<file path="config.mk">
export PLATFORM = sky130hd
export DESIGN_NAME = rpttl_top
export DESIGN_NICKNAME = d
export VERILOG_FILES = /design/src/rpttl_sync.v /design/src/rpttl_top.v
export VERILOG_INCLUDE_DIRS = /design/src
export SDC_FILE = /design/constraint.sdc
export NUM_CORES = 1
export LEC_CHECK = 0
export ABC_AREA = 1
export BUFFER_PORTS_ARGS = -buffer_cell sky130_fd_sc_hd__buf_2
export CORE_ASPECT_RATIO = 0.7
export CORE_UTILIZATION = 35
export CTS_BUF_LIST = sky130_fd_sc_hd__clkbuf_2
export DETAILED_ROUTE_END_ITERATION = 16
export RECOVER_POWER = 50
export SYNTH_ARGS = -nofsm -noshare
export SYNTH_HDL_FRONTEND = slang
export SYNTH_SLANG_ARGS = --single-unit
export TNS_END_PERCENT = 100
</file>
<file path="constraint.sdc">
create_clock -name mclk -period 3.2 [get_ports mclk]
set_input_delay 0 -clock mclk [delete_from_list [all_inputs] [get_ports mclk]]
set_output_delay 0 -clock mclk [all_outputs]
set_load 0.03 [all_outputs]
</file>
<file path="src/rpttl_regs.vh">
/*
  constants for the rear panel ttl trigger/limit/user line block: register offsets,
  field positions, reset values and timing counts.
  assumes inclusion by bare name from every file that needs them.
*/
`ifndef RPTTL_REGS_VH
`define RPTTL_REGS_VH

// register offsets (word index on the plain register port)
`define RPTTL_ADDR_W          4
`define RPTTL_OFF_CTRL        4'h0
`define RPTTL_OFF_STATUS      4'h1
`define RPTTL_OFF_IRQ_STAT    4'h2
`define RPTTL_OFF_IRQ_MASK    4'h3
`define RPTTL_OFF_LIMIT       4'h4
`define RPTTL_DATA_W          16

// control register fields
`define RPTTL_CTRL_TRIG_EN    0
`define RPTTL_CTRL_TRIG_PT    1
`define RPTTL_CTRL_LIM_EN1    2
`define RPTTL_CTRL_LIM_EN2    3
`define RPTTL_CTRL_LIM_BIT    4
`define RPTTL_CTRL_USR_BIT    5
`define RPTTL_CTRL_USR_LO     6
`define RPTTL_CTRL_USR_HI     7
`define RPTTL_CTRL_RESET      16'h0000

// user line modes
`define RPTTL_USR_SWBIT       2'h0
`define RPTTL_USR_SWITCH      2'h1
`define RPTTL_USR_SWEEP       2'h2

// limit register fields: latched pass result per channel
`define RPTTL_LIM_PASS1       0
`define RPTTL_LIM_PASS2       1

// interrupt event bits
`define RPTTL_IRQ_TRIG        0
`define RPTTL_IRQ_POINT       1
`define RPTTL_IRQ_KEY         2
`define RPTTL_IRQ_FAIL        3
`define RPTTL_IRQ_W           4

// timing: point pulse width in ns and in 8 ns cycles (1000 ns / 8 ns = 125)
`define RPTTL_CLK_NS          8
`define RPTTL_PULSE_NS        1000
`define RPTTL_PULSE_CYC       8'h7D
`define RPTTL_PCNT_W          8

`endif

</file>
<file path="src/rpttl_sync.v">
/*
  two-flop synchroniser for the incoming rear panel line levels.
  assumes mclk domain and synchronous active-low reset.
*/
`timescale 1ns/1ps
`default_nettype none
module rpttl_sync #(
  parameter W = 3
) (
  input  wire         mclk,
  input  wire         rst_n,
  input  wire [W-1:0] d,
  output reg  [W-1:0] q
);
  reg [W-1:0] meta_r;

  // pins idle high (open collector with pull-up)
  always @(posedge mclk) begin
    if (!rst_n) begin
      meta_r <= {W{1'b1}};
      q      <= {W{1'b1}};
    end else begin
      meta_r <= d;
      q      <= meta_r;
    end
  end
endmodule // rpttl_sync
`default_nettype wire

</file>
<file path="src/rpttl_top.v">
/*
  rear panel ttl lines: external trigger in/out, limit result, user line.
  assumes: lines are open collector with external pull-ups; the sweep engine gives
  sweep_active and point_done; the limit engine gives per-channel results.
*/
// The strobed register port and the placing of the registers are this design's own decisions.
// Function
// - a rising edge on the trigger line starts a sweep or a point step, as selected.
// - while the trigger line is low no triggered sweep or step starts.
// - during a sweep a short low pulse is driven per measured point.
// - the limit line is released high on pass and pulled low on fail.
// - each of the two channels has its own limit test enable.
// - with both enabled, high only when both channels pass.
// - with both disabled, the limit line is a software bit.
// - the user line has three uses, default a software bit.
// - in switch mode a closure on the user line acts as a key press.
// - in sweep mode the user line is high during a sweep, low otherwise.
`timescale 1ns/1ps
`default_nettype none
`include "rpttl_regs.vh"
module rpttl_top (
  input  wire                     mclk,
  input  wire                     rst_n,
  input  wire [`RPTTL_ADDR_W-1:0] reg_addr,
  input  wire [`RPTTL_DATA_W-1:0] reg_wdata,
  input  wire                     reg_wr,
  input  wire                     reg_rd,
  output reg  [`RPTTL_DATA_W-1:0] reg_rdata,
  output reg                      irq,
  input  wire                     sweep_active,
  input  wire                     point_done,
  input  wire                     lim_valid,
  input  wire                     lim_pass1,
  input  wire                     lim_pass2,
  output reg                      trig_sweep,
  output reg                      trig_point,
  output reg                      key_press,
  input  wire                     trig_i,
  output reg                      trig_o,
  output reg                      trig_oe,
  input  wire                     lim_i,
  output reg                      lim_o,
  output reg                      lim_oe,
  input  wire                     usr_i,
  output reg                      usr_o,
  output reg                      usr_oe
);
  reg  [`RPTTL_DATA_W-1:0] ctrl_r;
  reg  [`RPTTL_IRQ_W-1:0]  irq_stat_r;
  reg  [`RPTTL_IRQ_W-1:0]  irq_mask_r;
  reg  [1:0]               pass_r;
  reg  [`RPTTL_PCNT_W-1:0] pcnt_r;
  reg                      trig_prev_r;
  reg                      usr_prev_r;
  reg                      pulse_on_r;
  reg  [2:0]               own_r;
  wire [2:0]               sync_q;
  wire                     trig_s;
  wire                     lim_s;
  wire                     usr_s;
  wire [1:0]               usr_mode;
  wire                     en1;
  wire                     en2;
  reg                      lim_level;
  reg                      usr_level;
  reg                      trig_rise;
  reg                      key_fall;
  reg  [`RPTTL_IRQ_W-1:0]  ev;
  reg  [`RPTTL_DATA_W-1:0] rd_mux;

  rpttl_sync #(
    .W (3)
  ) u_sync (
    .mclk  (mclk),
    .rst_n (rst_n),
    .d     ({usr_i, lim_i, trig_i}),
    .q     (sync_q)
  );

  assign trig_s   = sync_q[0];
  assign lim_s    = sync_q[1];
  assign usr_s    = sync_q[2];
  assign usr_mode = ctrl_r[`RPTTL_CTRL_USR_HI:`RPTTL_CTRL_USR_LO];
  assign en1      = ctrl_r[`RPTTL_CTRL_LIM_EN1];
  assign en2      = ctrl_r[`RPTTL_CTRL_LIM_EN2];

  always @* begin
    // start on rising edge; our own point pulse is masked out
    // own_r covers the synchroniser delay after our pulse ends, so the release is no start
    trig_rise = trig_s & ~trig_prev_r & ctrl_r[`RPTTL_CTRL_TRIG_EN] & ~pulse_on_r
                & ~(|own_r);
    // closure pulls the line low; edge stands in for a key press
    key_fall  = (usr_mode == `RPTTL_USR_SWITCH) & ~usr_s & usr_prev_r;
    // per-channel enables select the limit source
    case ({en2, en1})
      2'b00: lim_level = ctrl_r[`RPTTL_CTRL_LIM_BIT];
      2'b01: lim_level = pass_r[0];
      2'b10: lim_level = pass_r[1];
      2'b11: lim_level = pass_r[0] & pass_r[1];
      default: lim_level = 1'b1;
    endcase
    case (usr_mode)
      `RPTTL_USR_SWBIT:  usr_level = ctrl_r[`RPTTL_CTRL_USR_BIT];
      `RPTTL_USR_SWITCH: usr_level = 1'b1;
      `RPTTL_USR_SWEEP:  usr_level = sweep_active;
      default:           usr_level = ctrl_r[`RPTTL_CTRL_USR_BIT];
    endcase
    ev                       = {`RPTTL_IRQ_W{1'b0}};
    ev[`RPTTL_IRQ_TRIG]      = trig_rise;
    ev[`RPTTL_IRQ_POINT]     = point_done & sweep_active;
    ev[`RPTTL_IRQ_KEY]       = key_fall;
    ev[`RPTTL_IRQ_FAIL]      = lim_valid & ~(lim_pass1 & lim_pass2);
    case (reg_addr)
      `RPTTL_OFF_CTRL:     rd_mux = ctrl_r;
      `RPTTL_OFF_STATUS:   rd_mux = {11'h000, sweep_active, pulse_on_r, usr_s, lim_s, trig_s};
      `RPTTL_OFF_IRQ_STAT: rd_mux = {12'h000, irq_stat_r};
      `RPTTL_OFF_IRQ_MASK: rd_mux = {12'h000, irq_mask_r};
      `RPTTL_OFF_LIMIT:    rd_mux = {14'h0000, pass_r};
      default:             rd_mux = 16'h0000;
    endcase
  end

  always @(posedge mclk) begin
    if (!rst_n) begin
      ctrl_r      <= `RPTTL_CTRL_RESET;
      irq_stat_r  <= {`RPTTL_IRQ_W{1'b0}};
      irq_mask_r  <= {`RPTTL_IRQ_W{1'b0}};
      pass_r      <= 2'b11;
      pcnt_r      <= {`RPTTL_PCNT_W{1'b0}};
      pulse_on_r  <= 1'b0;
      own_r       <= 3'h0;
      trig_prev_r <= 1'b1;
      usr_prev_r  <= 1'b1;
      reg_rdata   <= 16'h0000;
      irq         <= 1'b0;
      trig_sweep  <= 1'b0;
      trig_point  <= 1'b0;
      key_press   <= 1'b0;
      trig_o      <= 1'b0;
      trig_oe     <= 1'b0;
      lim_o       <= 1'b0;
      lim_oe      <= 1'b0;
      usr_o       <= 1'b0;
      usr_oe      <= 1'b0;
    end else begin
      trig_prev_r <= trig_s;
      usr_prev_r  <= usr_s;
      own_r       <= {own_r[1:0], trig_oe};
      if (reg_wr && reg_addr == `RPTTL_OFF_CTRL) begin
        ctrl_r <= reg_wdata;
      end
      if (reg_wr && reg_addr == `RPTTL_OFF_IRQ_MASK) begin
        irq_mask_r <= reg_wdata[`RPTTL_IRQ_W-1:0];
      end
      // write one to clear; a new event in the same cycle wins
      if (reg_wr && reg_addr == `RPTTL_OFF_IRQ_STAT) begin
        irq_stat_r <= (irq_stat_r & ~reg_wdata[`RPTTL_IRQ_W-1:0]) | ev;
      end else begin
        irq_stat_r <= irq_stat_r | ev;
      end
      irq       <= |((irq_stat_r | ev) & irq_mask_r);
      reg_rdata <= reg_rd ? rd_mux : 16'h0000;
      if (lim_valid) begin
        pass_r <= {lim_pass2, lim_pass1};
      end
      // a held-low line never yields a start
      trig_sweep <= trig_rise & ~ctrl_r[`RPTTL_CTRL_TRIG_PT];
      trig_point <= trig_rise & ctrl_r[`RPTTL_CTRL_TRIG_PT];
      key_press  <= key_fall;
      // low pulse per measured point; retriggers extend it
      if (point_done && sweep_active) begin
        pcnt_r     <= `RPTTL_PULSE_CYC;
        pulse_on_r <= 1'b1;
      end else if (pcnt_r != {`RPTTL_PCNT_W{1'b0}}) begin
        pcnt_r     <= pcnt_r - 1'b1;
        pulse_on_r <= (pcnt_r != {{(`RPTTL_PCNT_W-1){1'b0}}, 1'b1});
      end else begin
        pulse_on_r <= 1'b0;
      end
      // open collector: only ever drive low, release for high
      trig_o  <= 1'b0;
      trig_oe <= (point_done & sweep_active) | (pcnt_r > {{(`RPTTL_PCNT_W-1){1'b0}}, 1'b1});
      // release on pass, pull low on fail
      lim_o   <= 1'b0;
      lim_oe  <= ~lim_level;
      usr_o   <= 1'b0;
      usr_oe  <= ~usr_level;
    end
  end
endmodule // rpttl_top
`default_nettype wire

</file>
======== After elaboration in Yosys (flattened, before gate mapping) ========
Cells that the tools add are included.
storage, ports and cells
  word-level logic and storage cells ...... 79
  input bits .............................. 32
  output and inout port bits .............. 26
  register bits ........................... 69
cells by class
  reductions and logical operators ........ 12
  mux-type cells .......................... 8
  add/subtract/negate cells ............... 1
  bitwise logic cells ..................... 27
  eq/ne operators ......................... 10
  order comparisons ....................... 1
operator list
  cell                                                                              count
  16-bit case mux with 5 select lines                                               1
  7-bit two-way mux                                                                 2
  1-bit AND                                                                         12
  1-bit NOT                                                                         9
  4-bit AND                                                                         2
  4-bit by 2-bit equality test with 1-bit output (second input constant)            2
  8-bit by 1-bit greater-than comparator with 1-bit output (second input constant)  1
  8-bit by 1-bit inequality test with 1-bit output (second input constant)          1
  4-bit bitwise OR                                                                  2
  8-bit nonzero test                                                                1
  8-bit by 1-bit subtractor with 8-bit output (second input constant)               1
  2-bit equality test (second input constant)                                       3
  2-bit by 1-bit equality test with 1-bit output (second input constant)            2
  4-bit by 1-bit equality test with 1-bit output (second input constant)            1
  4-bit by 3-bit equality test with 1-bit output (second input constant)            1
  1-bit logical AND                                                                 4
  4-bit logical NOT                                                                 1
  4-bit two-way mux                                                                 1
  4-bit NOT                                                                         1
  1-bit case mux with 4 select lines                                                1
  4-bit OR reduction                                                                1
  3-bit OR reduction                                                                1
  2-bit logical NOT                                                                 1
  1-bit two-way mux                                                                 2
  5 further kinds                                                                   5

======== Logic depth before layout (Yosys ltp) ========
Gate-level depths: netlist of run 1.
  depth in word-level cells ............... 8
  depth in mapped cells ................... 9
  gate-level depth less buffers ........... 9

======== Hierarchy ========
From an unflattened synthesis of run 1, not the netlist that was laid out.
second synthesis, totals
  cells, all modules ...................... 348
  area, all modules ....................... 2,767.7 µm²
modules (own cells, without submodules)
  module      cells an instance  times used  area an instance (µm²)
  rpttl_top   330                1           2,602.5
  rpttl_sync  18                 1           165.2

======== Least setup slack after synthesis of run 1 ========
No wires, ideal clock.
  kind .................................... reg-to-reg
  start ................................... register pcnt_r[0]
  end ..................................... register pcnt_r[0]
  cell stages (with the launch flop) ...... 10
  path slack .............................. 2.062 ns
  arrival time ............................ 1.029 ns
  required time ........................... 3.091 ns
  cell sequence ........................... dfxtp_1 inv_1 ha_1 nand2_2 nor2_4 inv_2 nand2_1 nand3_1 nand2_1 inv_1
on the way
  longest elaborated chain between the ends .. 3
ends and longest elaborated chain
  what                                         RTL line         text
  start: declaration                           rpttl_top.v:52   reg [`RPTTL_PCNT_W-1:0] pcnt_r;
  start signal: assignment                     rpttl_top.v:129  pcnt_r <= {`RPTTL_PCNT_W{1'b0}};
  start signal: assignment                     rpttl_top.v:172  pcnt_r <= `RPTTL_PULSE_CYC;
  start signal: assignment                     rpttl_top.v:175  pcnt_r <= pcnt_r - 1'b1;
  8-bit by 1-bit subtractor with 8-bit output  rpttl_top.v:175
  7-bit two-way mux                            rpttl_top.v:174  end else if (pcnt_r != {`RPTTL_PCNT_W{1'b0}}) begin
  7-bit two-way mux                            rpttl_top.v:171  if (point_done && sweep_active) begin
Several ways; a longest one is shown, not always the timed one. The select of a mux whose other input is x is not followed.
A chain may end at the register's enable or synchronous reset.

======== Final worst setup path of run 1 ========
  start ................................... input port reg_addr[3]
  end ..................................... register ctrl_r[11]
on the way
  longest elaborated chain between the ends .. 2
ends and longest elaborated chain
  what                                RTL line         text
  start: declaration                  rpttl_top.v:24   input wire [`RPTTL_ADDR_W-1:0] reg_addr,
  4-bit logical NOT                   -
  1-bit logical AND (no source line)  -
  end signal: assignment              rpttl_top.v:125  ctrl_r <= `RPTTL_CTRL_RESET;
  end signal: assignment              rpttl_top.v:150  ctrl_r <= reg_wdata;
  end: declaration                    rpttl_top.v:48   reg [`RPTTL_DATA_W-1:0] ctrl_r;
Every way passes these cells.

==> impl_metrics.csv, run 1 <==
group,metric,value,unit
timing,period_share,70.0,%
clock_tree,ctsHoldBuffers,49,
synthesis,yosysTopAreaCell,"dfxtp_1",
synthesis,yosys.area_share.simple,23.7,%
grt,grt-ovfl-total,0,
synthesis,yosysSeqAreaShare,50.9,%
critical_path,crit_arrival,2.63,ns
critical_path,critPathSlowestCell,"dlygate4sd3_1",
clock_tree,clock_sinks,69,
clock_tree,cts-resized-gates,0,
critical_path,path_common_cell,"dlygate4sd3_1",
critical_path,end_kind,"flop",
floorplanning,die_x,107,um
grt,track_usage,16.8,%
critical_path,crit_buf_inv,5,
cells_and_area,num-nets-final,477,
clock_tree,cts.path.max_buffers,2,
critical_path,r2r_end,"irq_stat_r[2]",
routing,routed_wl,6520,um
cells_and_area,multi_input_area,0.00107,mm2
timing,fin_skew,0.0348,ns
min_path,hold_class,"in -> reg",
critical_path,reg2reg_slack,1.47,ns
min_path,hold_end,"reg_rdata[9]",
synthesis,ys_types,31,
placed_design,io_buffers,54,
cells_and_area,n_antenna_cell,0,
critical_path,path_max_fanout,31,
clock_tree,numCtsBuffers,9,
floorplanning,start_util,36.6,%
pwr,ir_drop,280,uV
placed_design,placed_area,0.00302,mm2
critical_path,path_cells,"dlygate4sd3_1 > buf_2 > nor2_4 > dlygate4sd3_1 > nand2_4 > inv_4 > nand2_4 > o21ai_1 > dlygate4sd3_1 > a21oi_1",
routing,dr.pass1.iters,4,
min_path,hold_depth,3,
grt,gr-usage-met1,25.1,%
floorplanning,die_h,75.7,um
pwr,power.leakage,0.00153,uW
critical_path,criticalPathCategory,"in -> reg",
grt,globalRoute.busiestLayer,"met1",
critical_path,cpPeakStageDelay,0.64,ns
timing,finalSetupViolCount,0,
routing,drc,0,
cells_and_area,fin_area,0.00363,mm2
cells_and_area,final_core_util,48.9,%
grt,grt_pass1_wl,10200,um
grt,use_met3,4.96,%
timing,fin_crit,2.24,ns
timing,drv_slew,0,
clock_tree,clkSlewWorstSetupHoldPaths,0.21,ns
critical_path,start_kind,"input port",
synthesis,synth-compound-area-share,13.7,%
synthesis,netlist_instances,337,
cells_and_area,seqCellArea,0.00138,mm2
synthesis,syn_area,0.00272,mm2
clock_tree,clk_latency,0.50,ns
grt,grt_max_degree,32,
grt,antenna_found_initial,0,
synthesis,ys_warn_count,0,
grt,grtUsageMet2,22.7,%
synthesis,synth_top_family_by_area,"simple AND/OR/NAND/NOR gates",
timing,finalSetupTns,0,ns
cells_and_area,syn_to_final_growth,33.6,%
placed_design,hpwl,4340,um
clock_tree,cts_tree,"done",
critical_path,crit_required,3.59,ns
timing,whs,0.167,ns
timing,tightestPinTransition,0.799,ns
cells_and_area,num-fill-cells,738,
critical_path,crit_path_start,"reg_addr[3]",
synthesis,synth_xor_area_share,0,%
critical_path,cp_top_family,"buffers and inverters",
job,cap_viol_max_count,0,
timing,slew_headroom,46.7,%
synthesis,synth.area.top_cells,"dfxtp_1 51%, nand2_1 7.9%, a21oi_1 6.3%",
routing,final_antenna_net_count,0,
timing,fmax,0.446,GHz
pwr,total_power,1880,uW
floorplanning,die-area,0.00812,mm2
synthesis,ys_ff_latch,69,
cells_and_area,layout-drive-gt1-share,14.4,%
synthesis,avgSynthCellArea,8.06,um2
critical_path,reg2reg_from,"ctrl_r[7]",
run_status,status,"finished clean",
critical_path,worstRegToRegCells,7,
clock_tree,cts.root.buffer_cell,"clkbuf_2",
placed_design,gp_congestion,0.841,
grt,grt_pass1_vias,2131,
timing,hold_viol,0,
routing,drt_iter0_drc,129,
routing,wl_per_cell,12.0,um
min_path,hold_start,"reg_rd",
clock_tree,htree_num_levels,3,
synthesis,netlist.area_leader.share,50.9,%
routing,via_per_inst,4.56,
floorplanning,io_pins,58,
routing,route.vias.total,2475,
clock_tree,post-cts-setup-buffers,0,
floorplanning,rows,26,
timing,rsz0062_at_grt,"false",
synthesis,synthMuxAreaShare,0,%
pwr,power_per_cell_area,518,mW/mm2
floorplanning,core,0.00742,mm2
synthesis,synthAdderAreaFrac,2.30,%
[worst max-delay path by stage]
| stage | endpoint | slack (ns) | depth (start not counted) |
|---|---|---|---|
| finish | ctrl_r[11] | 0.96 | 10 |
| detailed placement | pcnt_r[1] | 1.66 | 5 |
| global route | ctrl_r[6] | 0.91 | 10 |
| global placement | u_sync.q[2] | 1.71 | 3 |
| floorplan | pcnt_r[0] | 2.06 | 9 |
| CTS | ctrl_r[11] | 1.04 | 10 |
[report_power, final]
part           internal, uW  switching [uW]  total, uW
sequential              903            28.7        932
combinational           125             176        301
clock                   333             312        645
[layout make-up]
class / instances / share of cell area (%)
Sequential cell: 69 / 38.1
Multi-Input combinational cell: 215 / 29.6
Timing Repair Buffer: 103 / 20.1
Inverter: 42 / 4.41
Tap cell: 98 / 3.38
Clock inverter: 7 / 3.14
Clock buffer: 9 / 1.24
[cells by family after synthesis]
kind of cell,count (synthesis)
AO/OA/AOI/OAI,68
adder cells (fa/ha/maj),5
AND/OR/NAND/NOR,139
flip-flops,69
buffers and inverters,55
other,1
[cells in the mapped netlist, drive strengths merged]
library cell,count
dfxtp,69
nand2,60
inv,42
a21oi,34
nor2,33
o21ai,26
nand3,20
nor3,17
buf,12
or2,7
ha,5
a31oi,4
a211oi,1
a21boi,1
and3,1
clkbuf,1
conb,1
nand4,1
o21bai,1
o22ai,1
[sequential cells by signal, summed over array words and instances (netlist names)]
name,cells
usr_prev_r,1
usr_oe,1
irq,1
own_r,3
trig_prev_r,1
u_sync.q,3
trig_oe,1
trig_sweep,1
irq_mask_r,4
reg_rdata,16
pulse_on_r,1
lim_oe,1
ctrl_r,16
irq_stat_r,4
pcnt_r,8
key_press,1
u_sync.meta_r,3
trig_point,1
pass_r,2
[metrics by stage]
step           setup slack (ns)  instances
2_1_floorplan              2.06        339
5_1_grt                   0.908        543
4_1_cts                    1.04        543
3_5_place_dp               1.66        478
3_3_place_gp               1.71        478
6_report                  0.959        543
[cell usage in the layout (no fill, tap or decap), drive strengths merged, types with 4 or more instances in the layout]
cell / n
nand2: 60
nand3: 20
dfxtp: 69
o21ai: 26
a31oi: 4
buf: 30
dlygate4sd3: 49
inv: 42
nor2: 33
ha: 5
clkbuf: 33
or2: 7
nor3: 17
a21oi: 34
[routing by layer]
layer / wire, um / share of wire (%)
met1: 3480 / 53
met2: 2540 / 39
met3: 440 / 6.7
met4: 60 / 0.92
met5: 0 / 0
[worst reg2reg max path, cell delays in order, from the launching register on]
cell and delay, ns:
dfxtp_1 0.36, inv_1 0.09, ha_1 0.19, nand3_1 0.15, nand2_1 0.11, nand2_1 0.06, a31oi_1 0.16, dlygate4sd3_1 0.56
No activity file was read; power rests on OpenSTA's default activity.
==> run 2, diff against run 1 <==
--- a/config.mk
+++ b/config.mk
@@ -6,7 +6,7 @@
 export SDC_FILE = /design/constraint.sdc
 export NUM_CORES = 1
 export LEC_CHECK = 0
-export ABC_AREA = 1
+export ABC_AREA = 0
 export BUFFER_PORTS_ARGS = -buffer_cell sky130_fd_sc_hd__buf_2
 export CORE_ASPECT_RATIO = 0.7
 export CORE_UTILIZATION = 35
==> constraint.sdc (replaced) <==
create_clock -name mclk -period 2 [get_ports mclk]
set_input_delay 0 -clock mclk [delete_from_list [all_inputs] [get_ports mclk]]
set_output_delay 0 -clock mclk [all_outputs]
set_load 0.03 [all_outputs]
==> run 2 against run 1 <==
Net effect:
- via count fell by 14%
- hold slack got worse by 0.093 ns
- routed wire length fell by 13%
- critical endpoint is now pass_r[1]
- non-clock buffer count fell by 1
- highest routed layer unchanged
==> impl_metrics.csv, run 2 <==
group,metric,value,unit
synthesis,yosysSeqAreaShare,52.7,%
placed_design,detailedPlace.worstSlack,0.343,ns
routing,drc,0,
placed_design,dp.cells,399,
clock_tree,post-cts-setup-buffers,0,
timing,fmax,0.559,GHz
synthesis,synthMostInstantiatedCell,"dfxtp_1",
critical_path,crit_arrival,2.22,ns
synthesis,netlist.area_leader.share,52.7,%
routing,drt_iter0_drc,94,
grt,track_usage,15.9,%
floorplanning,io_pins,58,
clock_tree,htree_num_levels,3,
critical_path,path_max_fanout,3,
grt,grt-ovfl-total,0,
min_path,hold_start,"reg_wr",
floorplanning,die-area,0.00784,mm2
min_path,hold_end,"irq_mask_r[3]",
synthesis,synth-edff-count,0,
grt,grt_pass1_wl,9350,um
timing,setup_ws,0.211,ns
floorplanning,die_x,105,um
routing,routed_wl,5690,um
timing,period_share,89.5,%
timing,rsz0062_at_grt,"false",
timing,tightestPinTransition,1.13,ns
cells_and_area,largestRegisters,"ctrl_r: 16 flops, reg_rdata: 16 flops, pcnt_r: 8 flops",
cells_and_area,mostFrequentLayoutCells,"69 x dfxtp_1, 44 x dlygate4sd3_1, 36 x nor2_1, 30 x buf_2, 27 x clkbuf_1",
timing,hold_viol,0,
grt,antenna_found_initial,0,
timing,fin_crit,1.79,ns
critical_path,end_kind,"flop",
cells_and_area,n_antenna_cell,0,
critical_path,criticalPathCategory,"reg -> reg",
synthesis,synth_ff_type,"dfxtp_1",
pwr,ir_drop,342,uV
clock_tree,cts.root.buffer_cell,"clkbuf_2",
synthesis,ys_ff_latch,69,
min_path,hold_depth,4,
clock_tree,clock_sinks,69,
cells_and_area,finalNonFillerCells,458,
clock_tree,cts_tree,"done",
critical_path,crit_required,2.43,ns
clock_tree,numCtsBuffers,9,
timing,drv_slew,0,
synthesis,netlist_instances,258,
synthesis,ys_warn_count,0,
floorplanning,start_util,37.5,%
routing,route.vias.total,2126,
critical_path,reg2reg_slack,0.21,ns
critical_path,reg2reg_from,"pass_r[1]",
synthesis,synth_top_cells_by_count,"69 x dfxtp_1, 36 x nor2_1, 25 x mux2i_1",
synthesis,yosysTopAreaCell,"dfxtp_1",
routing,via_per_inst,4.64,
min_path,hold_class,"in -> reg",
cells_and_area,num-nets-final,397,
clock_tree,clkSlewWorstSetupHoldPaths,0.20,ns
timing,finalSetupTns,0,ns
floorplanning,die_h,74.4,um
pwr,power.leakage,0.00138,uW
clock_tree,clk_latency,0.51,ns
timing,slew_headroom,24.5,%
placed_design,hpwl,3780,um
synthesis,synth.area.top_cells,"dfxtp_1 53%, mux2i_1 9.6%, nor2_1 5.2%",
critical_path,start_kind,"flop",
routing,wl_per_cell,12.4,um
synthesis,syn_area,0.00262,mm2
synthesis,avgSynthCellArea,10.2,um2
cells_and_area,layout-drive-gt1-share,14.3,%
run_status,status,"finished clean",
clock_tree,cts.path.max_buffers,2,
job,cap_viol_max_count,0,
floorplanning,rows,25,
timing,finalSetupViolCount,0,
routing,final_antenna_net_count,0,
synthesis,ys_types,40,
cells_and_area,mostFrequentLayoutCell,"dfxtp_1",
placed_design,io_buffers,54,
critical_path,r2r_end,"pass_r[1]",
routing,dr.pass1.iters,4,
pwr,power_per_cell_area,797,mW/mm2
placed_design,gp_congestion,0.750,
floorplanning,core,0.00698,mm2
timing,fin_skew,0.0194,ns
critical_path,worstRegToRegCells,4,
cells_and_area,syn_to_final_growth,33.7,%
grt,grt_max_degree,25,
grt,grt_pass1_vias,2012,
synthesis,async_reset_ff_share,0,%
-- run 2: worst max-delay path: stages (launching register included) --
cell           delay (ns)
dfxtp_1              0.39
mux2i_1              0.12
dlygate4sd3_1        0.56
nand2_1              0.06
dlygate4sd3_1        0.57
-- run 2: cell families after synthesis --
group / count (synthesis) / synth area share, %
AO/OA/AOI/OAI: 39 / 10.2
XOR/XNOR: 2 / 0.669
adder cells (fa/ha/maj): 5 / 2.39
buffers and inverters: 22 / 3.82
flip-flops: 69 / 52.7
multiplexers: 27 / 11.3
other: 1 / 0.143
AND/OR/NAND/NOR: 93 / 18.7
-- run 2: final cells by class --
| class | instances | area [um2] |
|---|---|---|
| Sequential cell | 69 | 1380 |
| Inverter | 9 | 33.8 |
| Fill cell | 678 | 3470 |
| Clock inverter | 6 | 63.8 |
| Multi-Input combinational cell | 169 | 1160 |
| Clock buffer | 9 | 45.0 |
| Timing Repair Buffer | 102 | 699 |
| Tap cell | 94 | 118 |
-- run 2: layer usage --
layer | wire length [um] | global-route usage, % | part of all wire (%)
met5 | 0 | 0 | 0
met4 | 101 | 6.73 | 1.8
met3 | 315 | 5.61 | 5.5
met2 | 2430 | 24.5 | 43
met1 | 2850 | 20.5 | 50
-- run 2: per-stage QoR --
stage	hold slack [ns]	utilization, %	total power (uW)	instance area [um2]
global placement	0.183	43.1	1990	3010
floorplan	0.0730	-	1870	2630
finish	0.0736	50.2	2790	3500
detailed placement	0.184	43.1	1990	3010
CTS	0.0344	51.0	2830	3550
global route	0.0451	50.2	2970	3500
-- run 2: worst max path at each step --
stage	start	endpoint	slack, ns
after floorplan	pcnt_r[0]	pcnt_r[6]	0.46
after global placement	pcnt_r[0]	pcnt_r[6]	0.37
after detailed placement	pcnt_r[0]	pcnt_r[6]	0.34
after CTS	ctrl_r[4]	reg_rdata[4]	0.24
after global routing	ctrl_r[4]	reg_rdata[4]	0.11
final	pass_r[1]	pass_r[1]	0.21
-- run 2: repair_timing --
item                      4_1_cts  5_1_grt
hold buffers                   44        0
gates resized for setup         0        0
hold endpoints to repair       49        0
-- run 2: power by group --
group / switching, uW / total (uW) / internal [uW]
Clock: 488 / 768 / 281
Combinational: 250 / 499 / 249
Sequential: 74.1 / 1520 / 1450
==> run 3, diff against run 2 <==
--- a/config.mk
+++ b/config.mk
@@ -9,10 +9,12 @@
 export ABC_AREA = 0
 export BUFFER_PORTS_ARGS = -buffer_cell sky130_fd_sc_hd__buf_2
 export CORE_ASPECT_RATIO = 0.7
+export CORE_MARGIN = 4
 export CORE_UTILIZATION = 35
 export CTS_BUF_LIST = sky130_fd_sc_hd__clkbuf_2
 export DETAILED_ROUTE_END_ITERATION = 16
 export RECOVER_POWER = 50
+export REMOVE_ABC_BUFFERS = 1
 export SYNTH_ARGS = -nofsm -noshare
 export SYNTH_HDL_FRONTEND = slang
 export SYNTH_SLANG_ARGS = --single-unit
==> run 3 against run 2 <==
Net effect:
- global-route usage is 2.3 points lower
- combinational power is 0.8% higher
- sequential share of layout area is 0.27 points lower
- register-to-register slack better by 0.02 ns
- worst setup slack worse by 0.071 ns
- largest cell class unchanged
==> impl_metrics.csv, run 3 (synthesized netlist as in run 2, its figures left out) <==
group,metric,value,unit
cells_and_area,n_antenna_cell,0,
floorplanning,io_pins,58,
clock_tree,cts.root.buffer_cell,"clkbuf_2",
timing,fin_crit,1.86,ns
floorplanning,die-area,0.00895,mm2
critical_path,end_kind,"flop",
grt,grt_pass1_vias,2036,
pwr,total_power,2800,uW
pwr,power_per_cell_area,793,mW/mm2
grt,grt_pass1_wl,9580,um
cells_and_area,syn_to_final_growth,34.6,%
job,cap_viol_max_count,0,
clock_tree,clk_latency,0.50,ns
grt,grt-ovfl-total,0,
pwr,ir_drop,356,uV
critical_path,criticalPathCategory,"in -> reg",
critical_path,worstRegToRegCells,4,
cells_and_area,fin_area,0.00352,mm2
timing,finalSetupTns,0,ns
clock_tree,clock_sinks,69,
routing,final_antenna_net_count,0,
critical_path,crit_required,2.44,ns
placed_design,dp.cells,403,
routing,wl_per_cell,12.7,um
floorplanning,core,0.00729,mm2
timing,period_share,93.0,%
run_status,status,"finished clean",
critical_path,crit_path_start,"rst_n",
cells_and_area,layout-drive-gt1-share,14.2,%
placed_design,hpwl,3870,um
min_path,hold_depth,4,
floorplanning,start_util,35.9,%
placed_design,io_buffers,54,
clock_tree,cts.path.max_buffers,2,
cells_and_area,finalNonFillerCells,464,
clock_tree,htree_num_levels,3,
placed_design,placed_area,0.00301,mm2
floorplanning,die_x,111,um
critical_path,crit_arrival,2.30,ns
min_path,hold_start,"reg_wr",
timing,finalSetupViolCount,0,
timing,slew_headroom,32.9,%
placed_design,gp_congestion,0.762,
timing,whs,0.0891,ns
pwr,power.leakage,0.00138,uW
timing,fin_skew,0.0226,ns
grt,antenna_found_initial,0,
cells_and_area,mostFrequentLayoutCells,"69 x dfxtp_1, 45 x dlygate4sd3_1, 36 x nor2_1, 29 x buf_2, 26 x clkbuf_1",
floorplanning,rows,26,
timing,fmax,0.538,GHz
routing,dr.pass1.iters,4,
timing,drv_slew,0,
clock_tree,clkSlewWorstSetupHoldPaths,0.18,ns
routing,drt_iter0_drc,87,
timing,rsz0062_at_grt,"false",
critical_path,path_max_fanout,16,
timing,tightestPinTransition,1.01,ns
critical_path,start_kind,"input port",
routing,drc,0,
routing,route.vias.total,2118,
min_path,hold_class,"in -> reg",
cells_and_area,num-nets-final,398,
floorplanning,die_h,80.4,um
critical_path,reg2reg_from,"ctrl_r[4]",
clock_tree,cts_tree,"done",
routing,routed_wl,5870,um
cells_and_area,largestRegisters,"ctrl_r: 16 flops, reg_rdata: 16 flops, pcnt_r: 8 flops",
timing,hold_viol,0,
routing,via_per_inst,4.56,
clock_tree,numCtsBuffers,9,
grt,grt_max_degree,22,
grt,track_usage,13.6,%
cells_and_area,mostFrequentLayoutCell,"dfxtp_1",
[run 3: path summary, 6_finish.rpt]
kind	endpoint	slack, ns
hold / removal	irq_mask_r[3]	0.09
setup / recovery	reg_rdata[1]	0.14
setup reg to reg	reg_rdata[4]	0.23
hold reg to reg	u_sync.q[1]	0.43
[run 3: critical path, stage by stage]
cell	delay, ns
dlygate4sd3_1	0.52
clkbuf_4	0.26
buf_4	0.20
nand3b_1	0.08
dlygate4sd3_1	0.59
nor2_1	0.11
dlygate4sd3_1	0.55
[run 3: final cells by class]
type | count | area (um2)
Multi-Input combinational cell | 169 | 1160
Sequential cell | 69 | 1380
Tap cell | 98 | 123
Fill cell | 710 | 3760
Clock buffer | 9 | 45.0
Inverter | 9 | 33.8
Timing Repair Buffer | 103 | 716
Clock inverter | 7 | 66.3
[run 3: what timing repair did]
action                                 in CTS  in global routing
setup endpoints to repair                   0                  1
endpoints found under the hold margin      54                  0
hold buffers                               45                  0
buffers inserted                            0                  0
gates resized for setup                     0                  1
[run 3: per-layer routing]
metal | share of wire, % | global-route usage [%] | vias to the layer above | routed length, um
met4 | 1.2 | 3.65 | 0 | 68
met3 | 5.3 | 5.72 | 9 | 309
met1 | 49 | 17.1 | 975 | 2870
li1 | - | - | 1090 | -
met5 | 0 | 0 | - | 0
met2 | 45 | 21.7 | 44 | 2630
[run 3: stage by stage]
stage | setup WS [ns] | util, %
after floorplan | -0.916 | -
final | 0.140 | 48.4
after detailed placement | 0.338 | 41.3
after global placement | 0.368 | 41.3
after global routing | 0.0895 | 48.4
after CTS | 0.175 | 49.0
[run 3: power by group]
part / switching [uW] / total, uW / internal (uW)
sequential: 77.2 / 1530 / 1450
clock: 487 / 766 / 280
combinational: 251 / 503 / 252
total: 815 / 2800 / 1980
